<file path="config.mk">
export PLATFORM = sky130hd
export DESIGN_NAME = dcc_top
export DESIGN_NICKNAME = d
export VERILOG_FILES = /design/src/hdl/dcc_pkg.sv /design/src/hdl/dcc_channel.sv /design/src/hdl/dcc_top.sv
export SDC_FILE = /design/constraint.sdc
export NUM_CORES = 1
export LEC_CHECK = 0
export BUFFER_PORTS_ARGS = -buffer_cell sky130_fd_sc_hd__buf_2
export CAP_MARGIN = 15
export CORE_MARGIN = 2
export CORE_UTILIZATION = 45
export CTS_CLUSTER_DIAMETER = 200
export DETAILED_ROUTE_END_ITERATION = 7
export PLACE_DENSITY = 0.81
export SETUP_SLACK_MARGIN = 0.02
export SLEW_MARGIN = 20
export SYNTH_ARGS = -nofsm -noshare
export SYNTH_HDL_FRONTEND = slang
export SYNTH_SLANG_ARGS = --single-unit
</file>
<file path="constraint.sdc">
create_clock -name CLK -period 4.75 [get_ports CLK]
set_input_delay 0.7125 -clock CLK [delete_from_list [all_inputs] [get_ports CLK]]
set_output_delay 0.7125 -clock CLK [all_outputs]
set_load 0.03 [all_outputs]
</file>
<file path="src/hdl/dcc_pkg.sv">
package dcc_pkg;

    // ----------------------------------------------------------------
    // Bus geometry and answers
    // ----------------------------------------------------------------
    localparam int AXI_ADDR_W = 8;
    localparam int AXI_DATA_W = 32;
    localparam int NUM_CMP = 2;
    localparam logic [1:0] RESP_OKAY = 2'b00;
    localparam logic [1:0] RESP_SLVERR = 2'b10;

    // ----------------------------------------------------------------
    // Register byte addresses, one aligned word each
    // ----------------------------------------------------------------
    localparam logic [7:0] ADDR_CTRL0 = 8'h00;
    localparam logic [7:0] ADDR_INSEL0 = 8'h04;
    localparam logic [7:0] ADDR_MODE0 = 8'h08;
    localparam logic [7:0] ADDR_CTRL1 = 8'h0C;
    localparam logic [7:0] ADDR_INSEL1 = 8'h10;
    localparam logic [7:0] ADDR_MODE1 = 8'h14;
    localparam logic [7:0] ADDR_IRQ_STATUS = 8'h18;
    localparam logic [7:0] ADDR_IRQ_MASK = 8'h1C;

    // ----------------------------------------------------------------
    // Reset values and masks
    // ----------------------------------------------------------------
    localparam logic [7:0] CTRL_RESET = 8'h00;
    localparam logic [7:0] INSEL_RESET = 8'hFF;
    localparam logic [7:0] MODE_RESET = 8'h02;
    localparam logic [3:0] IRQ_MASK_RESET = 4'h0;
    localparam logic [7:0] CTRL_STORED = 8'h8F;
    localparam logic [7:0] INSEL_STORED = 8'h33;
    localparam logic [7:0] INSEL_FORCED_ONES = 8'hCC;
    localparam logic [7:0] MODE_STORED = 8'h33;

    // ----------------------------------------------------------------
    // Field positions
    // ----------------------------------------------------------------
    localparam int CTRL_EN_BIT = 7;
    localparam int CTRL_OUT_BIT = 6;
    localparam int CTRL_RISE_BIT = 5;
    localparam int CTRL_FALL_BIT = 4;
    localparam int CTRL_HYP_LSB = 2;
    localparam int CTRL_HYN_LSB = 0;
    localparam int INSEL_NEG_LSB = 4;
    localparam int INSEL_POS_LSB = 0;
    localparam int MODE_RIE_BIT = 5;
    localparam int MODE_FIE_BIT = 4;
    localparam int MODE_RESP_LSB = 0;

    // ----------------------------------------------------------------
    // Input pin tables, element index = select code, value 8'hPB = Pp.b
    // ----------------------------------------------------------------
    localparam logic [3:0][7:0] C0N_PINS_32 = {8'h36, 8'h32, 8'h24, 8'h15};
    localparam logic [3:0][7:0] C0N_PINS = {8'h25, 8'h21, 8'h15, 8'h11};
    localparam logic [3:0][7:0] C0P_PINS_32 = {8'h35, 8'h31, 8'h23, 8'h14};
    localparam logic [3:0][7:0] C0P_PINS = {8'h24, 8'h20, 8'h14, 8'h10};
    localparam logic [3:0][7:0] C1N_PINS_32 = {8'h40, 8'h34, 8'h26, 8'h21};
    localparam logic [3:0][7:0] C1N_PINS = {8'h27, 8'h23, 8'h17, 8'h13};
    localparam logic [3:0][7:0] C1P_PINS_32 = {8'h37, 8'h33, 8'h25, 8'h20};
    localparam logic [3:0][7:0] C1P_PINS = {8'h26, 8'h22, 8'h16, 8'h12};

endpackage

</file>
<file path="src/hdl/dcc_channel.sv">
`timescale 1ns/100ps
module dcc_channel (
    input wire logic clk,
    input wire logic reset,
    input wire logic result_in,
    input wire logic enable,
    input wire logic rise_ie,
    input wire logic fall_ie,
    input wire logic clr_rise,
    input wire logic clr_fall,
    output logic out_state,
    output logic routed,
    output logic rise_flag,
    output logic fall_flag,
    output logic rise_evt,
    output logic fall_evt,
    output logic irq_req
);
    import dcc_pkg::*;

    typedef struct packed {
        logic en_d;
        logic out_state;
        logic routed;
        logic rise_flag;
        logic fall_flag;
        logic rise_evt;
        logic fall_evt;
        logic irq_req;
    } dcc_chan_s;

    dcc_chan_s s_r;
    dcc_chan_s s_nxt;

    always_comb begin
        s_nxt = s_r;
        s_nxt.en_d = enable;
        s_nxt.out_state = result_in;
        // Edges only while running two cycles, so power-up is not an edge
        s_nxt.rise_evt = enable && s_r.en_d && result_in && !s_r.out_state;
        s_nxt.fall_evt = enable && s_r.en_d && !result_in && s_r.out_state;
        if (clr_rise) begin
            s_nxt.rise_flag = 1'b0;
        end
        if (s_nxt.rise_evt) begin
            s_nxt.rise_flag = 1'b1;
        end
        if (clr_fall) begin
            s_nxt.fall_flag = 1'b0;
        end
        if (s_nxt.fall_evt) begin
            s_nxt.fall_flag = 1'b1;
        end
        s_nxt.routed = enable && result_in;
        s_nxt.irq_req = (s_nxt.rise_flag && rise_ie) ||
                        (s_nxt.fall_flag && fall_ie);
    end

    always_ff @(posedge clk or posedge reset) begin
        if (reset) begin
            s_r <= '0;
        end else begin
            s_r <= s_nxt;
        end
    end

    assign out_state = s_r.out_state;
    assign routed = s_r.routed;
    assign rise_flag = s_r.rise_flag;
    assign fall_flag = s_r.fall_flag;
    assign rise_evt = s_r.rise_evt;
    assign fall_evt = s_r.fall_evt;
    assign irq_req = s_r.irq_req;

    property p_rise_sets;
        @(posedge clk) disable iff (reset)
        (enable && s_r.en_d && result_in && !s_r.out_state)
            |=> (rise_flag && rise_evt);
    endproperty
    a_rise_sets: assert property (p_rise_sets) else $error("rise lost");

    property p_rise_holds;
        @(posedge clk) disable iff (reset)
        (rise_flag && !clr_rise) |=> rise_flag;
    endproperty
    a_rise_holds: assert property (p_rise_holds) else $error("rise off");

    property p_fall_sets;
        @(posedge clk) disable iff (reset)
        (enable && s_r.en_d && !result_in && s_r.out_state)
            |=> (fall_flag && fall_evt);
    endproperty
    a_fall_sets: assert property (p_fall_sets) else $error("fall lost");

    property p_irq_req;
        @(posedge clk) disable iff (reset)
        1'b1 |=> irq_req == ((rise_flag && $past(rise_ie)) ||
                             (fall_flag && $past(fall_ie)));
    endproperty
    a_irq_req: assert property (p_irq_req) else $error("irq wrong");

    property p_routed_low;
        @(posedge clk) disable iff (reset)
        !enable |=> !routed;
    endproperty
    a_routed_low: assert property (p_routed_low) else $error("routed");

    property p_out_state;
        @(posedge clk) disable iff (reset)
        1'b1 |=> out_state == $past(result_in);
    endproperty
    a_out_state: assert property (p_out_state) else $error("out");

endmodule

</file>
<file path="src/hdl/dcc_top.sv">
// Added by the designer: the register offsets and the AXI4-Lite slave port.
`timescale 1ns/100ps
module dcc_top (
    input wire logic CLK,
    input wire logic RESET,
    input wire logic AWVALID,
    output logic AWREADY,
    input wire logic [dcc_pkg::AXI_ADDR_W-1:0] AWADDR,
    input wire logic WVALID,
    output logic WREADY,
    input wire logic [dcc_pkg::AXI_DATA_W-1:0] WDATA,
    input wire logic [3:0] WSTRB,
    output logic BVALID,
    input wire logic BREADY,
    output logic [1:0] BRESP,
    input wire logic ARVALID,
    output logic ARREADY,
    input wire logic [dcc_pkg::AXI_ADDR_W-1:0] ARADDR,
    output logic RVALID,
    input wire logic RREADY,
    output logic [dcc_pkg::AXI_DATA_W-1:0] RDATA,
    output logic [1:0] RRESP,
    input wire logic VARIANT_32PIN,
    input wire logic CMP0_RESULT,
    input wire logic CMP1_RESULT,
    output logic CMP0_ENABLE,
    output logic CMP1_ENABLE,
    output logic [1:0] CMP0_RESPONSE_MODE,
    output logic [1:0] CMP1_RESPONSE_MODE,
    output logic [1:0] CMP0_POS_HYSTERESIS,
    output logic [1:0] CMP1_POS_HYSTERESIS,
    output logic [1:0] CMP0_NEG_HYSTERESIS,
    output logic [1:0] CMP1_NEG_HYSTERESIS,
    output logic [7:0] CMP0_POS_PIN,
    output logic [7:0] CMP0_NEG_PIN,
    output logic [7:0] CMP1_POS_PIN,
    output logic [7:0] CMP1_NEG_PIN,
    output logic CMP0_OUT_ROUTED,
    output logic CMP1_OUT_ROUTED,
    output logic CMP0_IRQ,
    output logic CMP1_IRQ,
    output logic IRQ
);
    import dcc_pkg::*;

    // ----------------------------------------------------------------
    // Types and helpers
    // ----------------------------------------------------------------
    typedef enum {
        REG_CTRL0, REG_INSEL0, REG_MODE0,
        REG_CTRL1, REG_INSEL1, REG_MODE1,
        REG_IRQ_ST, REG_IRQ_MASK, REG_NONE
    } dcc_reg_e;

    typedef struct packed {
        logic aw_full;
        logic [7:0] aw_addr;
        logic w_full;
        logic [7:0] w_data;
        logic w_strb0;
        logic awready;
        logic wready;
        logic bvalid;
        logic [1:0] bresp;
        logic arready;
        logic rvalid;
        logic [31:0] rdata;
        logic [1:0] rresp;
        logic [1:0][7:0] ctrl;
        logic [1:0][7:0] insel;
        logic [1:0][7:0] mode;
        logic [3:0] irq_st;
        logic [3:0] irq_mask;
        logic irq;
        logic [1:0][7:0] neg_pin;
        logic [1:0][7:0] pos_pin;
    } dcc_top_s;

    function automatic dcc_reg_e decode(input logic [7:0] addr);
        if (addr == ADDR_CTRL0) begin
            return REG_CTRL0;
        end else if (addr == ADDR_INSEL0) begin
            return REG_INSEL0;
        end else if (addr == ADDR_MODE0) begin
            return REG_MODE0;
        end else if (addr == ADDR_CTRL1) begin
            return REG_CTRL1;
        end else if (addr == ADDR_INSEL1) begin
            return REG_INSEL1;
        end else if (addr == ADDR_MODE1) begin
            return REG_MODE1;
        end else if (addr == ADDR_IRQ_STATUS) begin
            return REG_IRQ_ST;
        end else if (addr == ADDR_IRQ_MASK) begin
            return REG_IRQ_MASK;
        end else begin
            return REG_NONE;
        end
    endfunction

    function automatic logic [7:0] pin_of(
        input logic [3:0][7:0] tbl32,
        input logic [3:0][7:0] tbl,
        input logic v32,
        input logic [1:0] code
    );
        return v32 ? tbl32[code] : tbl[code];
    endfunction

    dcc_top_s s_r;
    dcc_top_s s_nxt;
    logic [1:0] clr_rise;
    logic [1:0] clr_fall;
    logic [1:0] results;
    logic [1:0] ch_out;
    logic [1:0] ch_routed;
    logic [1:0] ch_rise;
    logic [1:0] ch_fall;
    logic [1:0] ch_rise_evt;
    logic [1:0] ch_fall_evt;
    logic [1:0] ch_irq;

    assign results = {CMP1_RESULT, CMP0_RESULT};

    // ----------------------------------------------------------------
    // Comparator channels
    // ----------------------------------------------------------------
    generate
        for (genvar c = 0; c < NUM_CMP; c++) begin : g_ch
            dcc_channel u_ch (
                .clk(CLK),
                .reset(RESET),
                .result_in(results[c]),
                .enable(s_r.ctrl[c][CTRL_EN_BIT]),
                .rise_ie(s_r.mode[c][MODE_RIE_BIT]),
                .fall_ie(s_r.mode[c][MODE_FIE_BIT]),
                .clr_rise(clr_rise[c]),
                .clr_fall(clr_fall[c]),
                .out_state(ch_out[c]),
                .routed(ch_routed[c]),
                .rise_flag(ch_rise[c]),
                .fall_flag(ch_fall[c]),
                .rise_evt(ch_rise_evt[c]),
                .fall_evt(ch_fall_evt[c]),
                .irq_req(ch_irq[c])
            );
        end
    endgenerate

    // ----------------------------------------------------------------
    // Register file and bus slave
    // ----------------------------------------------------------------
    function automatic logic [7:0] ctrl_view(input int c);
        logic [7:0] v;
        v = s_r.ctrl[c] & CTRL_STORED;
        v[CTRL_OUT_BIT] = ch_out[c];
        v[CTRL_RISE_BIT] = ch_rise[c];
        v[CTRL_FALL_BIT] = ch_fall[c];
        return v;
    endfunction

    always_comb begin
        dcc_reg_e wsel;
        dcc_reg_e rsel;
        logic [7:0] rbyte;
        logic [3:0] w1c;
        logic wr;
        logic [1:0] cidx;
        s_nxt = s_r;
        clr_rise = 2'b00;
        clr_fall = 2'b00;
        w1c = 4'h0;
        rbyte = 8'h00;
        cidx = 2'b00;
        wsel = decode(s_r.aw_addr);
        rsel = decode(ARADDR);
        wr = s_r.aw_full && s_r.w_full && !s_r.bvalid;

        if (s_r.bvalid && BREADY) begin
            s_nxt.bvalid = 1'b0;
        end
        if (AWVALID && s_r.awready) begin
            s_nxt.aw_full = 1'b1;
            s_nxt.aw_addr = AWADDR;
        end
        if (WVALID && s_r.wready) begin
            s_nxt.w_full = 1'b1;
            s_nxt.w_data = WDATA[7:0];
            s_nxt.w_strb0 = WSTRB[0];
        end

        // Only byte lane 0 carries register bits; other lanes are ignored
        if (wr) begin
            s_nxt.aw_full = 1'b0;
            s_nxt.w_full = 1'b0;
            s_nxt.bvalid = 1'b1;
            s_nxt.bresp = (wsel == REG_NONE) ? RESP_SLVERR : RESP_OKAY;
            cidx = (wsel == REG_CTRL1 || wsel == REG_INSEL1 ||
                    wsel == REG_MODE1) ? 2'd1 : 2'd0;
            if (s_r.w_strb0) begin
                case (wsel)
                    REG_CTRL0, REG_CTRL1: begin
                        s_nxt.ctrl[cidx[0]] = s_r.w_data & CTRL_STORED;
                        // Writing one to a flag leaves it alone
                        clr_rise[cidx[0]] = !s_r.w_data[CTRL_RISE_BIT];
                        clr_fall[cidx[0]] = !s_r.w_data[CTRL_FALL_BIT];
                    end
                    REG_INSEL0, REG_INSEL1: begin
                        s_nxt.insel[cidx[0]] = INSEL_FORCED_ONES |
                            (s_r.w_data & INSEL_STORED);
                    end
                    REG_MODE0, REG_MODE1: begin
                        s_nxt.mode[cidx[0]] = s_r.w_data & MODE_STORED;
                    end
                    REG_IRQ_ST: begin
                        w1c = s_r.w_data[3:0];
                    end
                    REG_IRQ_MASK: begin
                        s_nxt.irq_mask = s_r.w_data[3:0];
                    end
                    default: begin
                    end
                endcase
            end
        end

        // Set wins over a write-one clear in the same cycle
        s_nxt.irq_st = (s_r.irq_st & ~w1c) |
            {ch_fall_evt[1], ch_rise_evt[1], ch_fall_evt[0], ch_rise_evt[0]};
        s_nxt.irq = |(s_nxt.irq_st & s_nxt.irq_mask);

        if (s_r.rvalid && RREADY) begin
            s_nxt.rvalid = 1'b0;
        end
        if (ARVALID && s_r.arready) begin
            case (rsel)
                REG_CTRL0: rbyte = ctrl_view(0);
                REG_CTRL1: rbyte = ctrl_view(1);
                REG_INSEL0: rbyte = s_r.insel[0] | INSEL_FORCED_ONES;
                REG_INSEL1: rbyte = s_r.insel[1] | INSEL_FORCED_ONES;
                REG_MODE0: rbyte = s_r.mode[0] & MODE_STORED;
                REG_MODE1: rbyte = s_r.mode[1] & MODE_STORED;
                REG_IRQ_ST: rbyte = {4'h0, s_r.irq_st};
                REG_IRQ_MASK: rbyte = {4'h0, s_r.irq_mask};
                default: rbyte = 8'h00;
            endcase
            s_nxt.rvalid = 1'b1;
            s_nxt.rdata = {24'h000000, rbyte};
            s_nxt.rresp = (rsel == REG_NONE) ? RESP_SLVERR : RESP_OKAY;
        end

        s_nxt.awready = !s_nxt.aw_full && !s_nxt.bvalid;
        s_nxt.wready = !s_nxt.w_full && !s_nxt.bvalid;
        s_nxt.arready = !s_nxt.rvalid;

        s_nxt.neg_pin[0] = pin_of(C0N_PINS_32, C0N_PINS, VARIANT_32PIN,
            s_nxt.insel[0][INSEL_NEG_LSB +: 2]);
        s_nxt.pos_pin[0] = pin_of(C0P_PINS_32, C0P_PINS, VARIANT_32PIN,
            s_nxt.insel[0][INSEL_POS_LSB +: 2]);
        s_nxt.neg_pin[1] = pin_of(C1N_PINS_32, C1N_PINS, VARIANT_32PIN,
            s_nxt.insel[1][INSEL_NEG_LSB +: 2]);
        s_nxt.pos_pin[1] = pin_of(C1P_PINS_32, C1P_PINS, VARIANT_32PIN,
            s_nxt.insel[1][INSEL_POS_LSB +: 2]);
    end

    always_ff @(posedge CLK or posedge RESET) begin
        if (RESET) begin
            s_r <= '0;
            s_r.ctrl <= {CTRL_RESET, CTRL_RESET};
            s_r.insel <= {INSEL_RESET, INSEL_RESET};
            s_r.mode <= {MODE_RESET, MODE_RESET};
            s_r.irq_mask <= IRQ_MASK_RESET;
        end else begin
            s_r <= s_nxt;
        end
    end

    // ----------------------------------------------------------------
    // Outputs
    // ----------------------------------------------------------------
    assign AWREADY = s_r.awready;
    assign WREADY = s_r.wready;
    assign BVALID = s_r.bvalid;
    assign BRESP = s_r.bresp;
    assign ARREADY = s_r.arready;
    assign RVALID = s_r.rvalid;
    assign RDATA = s_r.rdata;
    assign RRESP = s_r.rresp;
    assign CMP0_ENABLE = s_r.ctrl[0][CTRL_EN_BIT];
    assign CMP1_ENABLE = s_r.ctrl[1][CTRL_EN_BIT];
    assign CMP0_RESPONSE_MODE = s_r.mode[0][MODE_RESP_LSB +: 2];
    assign CMP1_RESPONSE_MODE = s_r.mode[1][MODE_RESP_LSB +: 2];
    assign CMP0_POS_HYSTERESIS = s_r.ctrl[0][CTRL_HYP_LSB +: 2];
    assign CMP1_POS_HYSTERESIS = s_r.ctrl[1][CTRL_HYP_LSB +: 2];
    assign CMP0_NEG_HYSTERESIS = s_r.ctrl[0][CTRL_HYN_LSB +: 2];
    assign CMP1_NEG_HYSTERESIS = s_r.ctrl[1][CTRL_HYN_LSB +: 2];
    assign CMP0_POS_PIN = s_r.pos_pin[0];
    assign CMP0_NEG_PIN = s_r.neg_pin[0];
    assign CMP1_POS_PIN = s_r.pos_pin[1];
    assign CMP1_NEG_PIN = s_r.neg_pin[1];
    assign CMP0_OUT_ROUTED = ch_routed[0];
    assign CMP1_OUT_ROUTED = ch_routed[1];
    assign CMP0_IRQ = ch_irq[0];
    assign CMP1_IRQ = ch_irq[1];
    assign IRQ = s_r.irq;

    // ----------------------------------------------------------------
    // Checks
    // ----------------------------------------------------------------
    property p_insel_ones;
        @(posedge CLK) disable iff (RESET)
        (ARVALID && ARREADY && ARADDR == ADDR_INSEL0)
            |=> (RVALID && RDATA[7:6] == 2'b11 && RDATA[3:2] == 2'b11);
    endproperty
    a_insel_ones: assert property (p_insel_ones) else $error("insel");

    property p_neg0_pin;
        @(posedge CLK) disable iff (RESET)
        !RESET |=> CMP0_NEG_PIN == pin_of(C0N_PINS_32, C0N_PINS,
            $past(VARIANT_32PIN), s_r.insel[0][INSEL_NEG_LSB +: 2]);
    endproperty
    a_neg0_pin: assert property (p_neg0_pin) else $error("neg0 pin");

    property p_pos0_pin;
        @(posedge CLK) disable iff (RESET)
        !RESET |=> CMP0_POS_PIN == pin_of(C0P_PINS_32, C0P_PINS,
            $past(VARIANT_32PIN), s_r.insel[0][INSEL_POS_LSB +: 2]);
    endproperty
    a_pos0_pin: assert property (p_pos0_pin) else $error("pos0 pin");

    property p_mode_read;
        @(posedge CLK) disable iff (RESET)
        (ARVALID && ARREADY && ARADDR == ADDR_MODE0)
            |=> (RVALID && RDATA[7:6] == 2'b00 && RDATA[3:2] == 2'b00);
    endproperty
    a_mode_read: assert property (p_mode_read) else $error("mode");

    property p_neg1_pin;
        @(posedge CLK) disable iff (RESET)
        !RESET |=> CMP1_NEG_PIN == pin_of(C1N_PINS_32, C1N_PINS,
            $past(VARIANT_32PIN), s_r.insel[1][INSEL_NEG_LSB +: 2]);
    endproperty
    a_neg1_pin: assert property (p_neg1_pin) else $error("neg1 pin");

endmodule

</file>
; ---- After elaboration in Yosys (flattened, before gate mapping)
; Index checks and enable logic that the tools add are counted.
[word_totals]
ff_bits = 141
output_inout_bits = 92
elab_cells = 220
[op_classes]
n_lt_le_gt_ge = 6
eq_ne = 33
muxes = 79
n_bitwise = 6
reduce_logical = 52
[op_table]
columns = cell, n
row1 = 32-bit by 3-bit == test with 1-bit output (second input constant), 9
row2 = 8-bit binary-select mux with 2-bit select, 8
row3 = 32-bit by 2-bit == test with 1-bit output (second input constant), 4
row4 = 8-bit 2-to-1 mux, 13
row5 = 32-bit 2-to-1 mux, 3
row6 = 4-bit 2-to-1 mux, 19
row7 = 32-bit by 1-bit == test with 1-bit output (second input constant), 2
row8 = 32-bit by 4-bit == test with 1-bit output (second input constant), 2
row9 = 32-bit by 5-bit == test with 1-bit output (second input constant), 2
row10 = 8-bit by 5-bit == test with 1-bit output (second input constant), 8
row11 = 32-bit zero test, 2
row12 = 8-bit case mux with 8 select lines, 1
row13 = 30-bit 2-to-1 mux, 2
row14 = 16-bit bitwise mux, 3
row15 = 35-bit 2-to-1 mux, 1
row16 = 8-bit by 4-bit == test with 1-bit output (second input constant), 4
row17 = 1-bit logical AND, 26
row18 = 8-bit by 3-bit == test with 1-bit output (second input constant), 2
row19 = 8-bit zero test, 2
row20 = 16-bit 2-to-1 mux, 1
row21 = 2-bit 2-to-1 mux, 8
row22 = 1-bit 2-to-1 mux, 14
row23 = 14-bit 2-to-1 mux, 1
row24 = 2-bit by 3-bit < comparator with 1-bit output (second input constant), 4
row25 = 16 further kinds, 35

; ---- Depth between registers and ports, before layout
[depth]
depth_word = 25
ltp_mapped = 9

; ---- Cells and area by module
; From an unflattened synthesis, not the netlist that was laid out.
[hier_totals]
cells_unflattened = 455
area_unflattened_um2 = 5193.7
[by_module_without_submodules]
columns = mod, n_inst, cells_each, area_per_inst_um2, seq_area_each_um2
row1 = dcc_top, 1, 415, 4610.7, 2239.6
row2 = dcc_channel, 2, 20, 291.5, 200.2

; ---- Worst setup path before layout
; Ideal clock, no wire load.
[synth_path]
path_kind = register to register
start = reg s_r[147] (netlist name)
end = reg s_r, in the netlist CMP0_POS_PIN[4]
arrival_ns = 2.413
required_time_ns = 4.677
setup_slack_ns = 2.264
path_stages_with_launch = 10
period_less_slack_ns = 2.486
path_cell_list = dfrtp_1 -> or4_4 -> buf_6 -> or4_1 -> buf_6 -> mux2i_1 -> inv_1 -> ha_1 -> and2_1 -> a21oi_2
[synth_lines]
columns = element, line_no
row1 = "start, declared", dcc_top.sv:110  ; dcc_top_s s_r;
row2 = "start signal, assigned", dcc_top.sv:274  ; s_r <= s_nxt;

==> flow_summary.ini <==
[synth]
synth_area_leaders = dfrtp_1 (46%), buf_4 (12%), mux2_2 (7.9%), dfstp_2 (5.1%), ha_1 (1.9%)
syn_area_um2 = 5150
yosys.area_share.simple = 0.102
synth_top_area_share = 0.462
synth-adder-area-share = 0.0194
ys_seq_elements = 105
synth_compound_area_frac = 0.0797
syn_inst = 433
async_flop_share = 1.00
yosysTopAreaCell = dfrtp_1
synth_xor_area_frac = 0.00170
synth_mux_area_frac = 0.136
yosysWarnings = 0
synth_edf_count = 0
synth_top_family_by_area = buffers and inverters
synth_ff_type = dfrtp_1
syn_avg_cell_area_um2 = 11.9
ys_seq_area_frac = 0.513
synth.distinct_cells = 57

[floorplanning]
rows = 39
core_area_um2 = 11300
die_y_um = 111
die_area_um2 = 12300
start_util = 0.457
pin_count = 154
die_w_um = 111

[sta]
grt_setup_unrepaired = no
max_freq_mhz = 364
worstMarginPinSlew_ps = 862
hold_viol = 0
slew_viol_final = 0
finalSetupViolations = 0
tns_ps = 0
finalCritPeriodShare = 0.578
period_minus_slack_ps = 2740
fin_skew_ps = 8.95
relSlewSlack = 0.426

[cts]
htree_levels = 3
cts-hold-fix-buffers = 0
clock-root-buffer = clkbuf_16
cts_tree = yes
cts_sinks = 105
clk_latency_ps = 340
cts_resized = 0
cts_buffer_depth = 2
cts_buffers = 9
post_cts_buffers = 0
path_clk_slew_ps = 70

[finish]
finalInstanceArea_um2 = 5560
multi_input_area_um2 = 1880
final_cell_mix = dfrtp_1 (95), buf_2 (88), conb_1 (37)
drive_above_1_share = 0.376
syn2layout_area_growth_pct = 7.89
regArea_um2 = 2640
num_antenna_cells = 0
final_common_cell = dfrtp_1
nFillCells = 990
fin_cells = 622
postLayoutCoreUtil = 0.493
final_nets = 544

[global_route]
grt_first_pass_wirelength_mm = 16.4
grt_max_degree = 73
met1_usage = 0.221
grt.met3_usage = 0.0405
grt_overflow_total = 0
top_usage_layer = met2
use_met2 = 0.276
track_usage = 0.169
grt_antenna_before_repair = 0
grt_pass1_vias = 3218

[worst_setup_path]
slowest_delay_ps = 780
crit_chain = or4_4 -> or4_1 -> mux2i_1 -> inv_1 -> ha_1 -> and2_1 -> a21oi_2
cp-start-kind = flip-flop
arrival_ps = 3020
crit_type = reg2reg
cp_data_required_time_ps = 5020
cp_max_fo = 6
cp_slowest_cell = or4_1
worst_setup_path_end_kind = flip-flop

[power_and_ir_drop]
ir_worst_vdd_mv = 0.276
leakagePower_uw = 0.00281
power_density_nw_per_um2 = 461

[detailed_routing]
drtPass1Iterations = 4
num_vias = 3146
post_drt_wl_per_cell_um = 16.1
vias_per_cell = 5.06
drt_iter0_drc = 155
detail-route-antenna-nets = 0
wirelength_mm = 10.0
route.detailed.drc = 0

[status]
status = finished clean

[placement]
place_area_um2 = 5240
io_buffer_count = 88
placedCellCount = 606
hpwl_mm = 7.47
place_congestion = 0.835

[job]
cap_viol_max_count = 0

[min_path]
hold_path.class = reg2reg
critical path: cells and delay by family, from the launching register on:
kind,cells,cell delay [ps]
AOI/OAI and AO/OA,1,100
adders and majority gates,1,200
buffers and inverters,1,100
DFF,1,380
muxes,1,340
and+or+nand+nor,3,1550
sequential cells by signal (all words and copies together) (netlist names), 5 cells and up:
register	count
CMP0_NEG_PIN	5
CMP1_POS_PIN	5
CMP1_NEG_PIN	6
RDATA	8
CMP0_POS_PIN	5
s_r	38
per-stage QoR:
step           power (uW)  setup WS [ps]  hold slack (ps)
3_3_place_gp         1780           2080              441
6_report             2560           2010              466
3_5_place_dp         1810           2000              448
5_1_grt              2680           1810              474
2_1_floorplan        1710           1290              434
4_1_cts              2580           1990              465
power by group:
part           switching, uW  total [uW]  internal, uW  leakage [uW]
sequential               201        1250          1050       0.00132
combinational            332         544           212       0.00134
clock                    329         770           441      0.000157
synthesized netlist by cell type, types with 3 or more instances:
master and instances:
dfrtp_1 95, buf_4 80, mux2_2 36, inv_1 21, nor2_1 17, a21oi_1 14, o21ai_0 13, clkbuf_1 12
nand2_1 12, a31oi_1 10, dfstp_2 10, ha_1 8, and2_1 7, mux2i_1 7, mux2_4 6, nor3_1 6
a21o_1 5, nand2b_1 5, or2_2 5, a22o_1 4, mux2_1 4, nand3b_1 4, and3b_1 3, nor2b_1 3
o41ai_1 3
layout make-up:
| cell class | instances | area share |
|---|---|---|
| sequential | 105 | 0.475 |
| multi-input combinational | 245 | 0.339 |
| timing repair buffer | 89 | 0.0806 |
| clock buffer | 11 | 0.0455 |
| tap | 143 | 0.0322 |
| inverter | 24 | 0.0167 |
| clock inverter | 5 | 0.0110 |
path summary, 6_finish.rpt:
path	start	endpoint	slack, ps	depth (start not counted)
worst max-delay path	s_r[147]	CMP0_POS_PIN[4]	2010	7
worst min-delay path	g_ch[0].u_ch.rise_evt	s_r[37]	470	1
worst max register to register	s_r[147]	CMP0_POS_PIN[4]	2010	7
worst min register to register	g_ch[0].u_ch.rise_evt	s_r[37]	470	1
max in group asynchronous	RESET	s_r[133]	3250	3
min in group asynchronous	RESET	BVALID	550	2
kinds of logic after synthesis:
logic type | count (synthesis)
compound gates | 62
xor+xnor | 1
fa+ha+maj | 8
buf+inv | 119
flops | 105
mux | 57
other cells | 1
simple gates | 80
metal layers:
| layer | up-vias | wire (um) |
|---|---|---|
| met1 | 1567 | 4320 |
| li1 | 1460 | - |
| met2 | 106 | 5000 |
| met3 | 13 | 526 |
| met5 | - | 0 |
| met4 | 0 | 183 |
(Power assumes the default switching activity.)
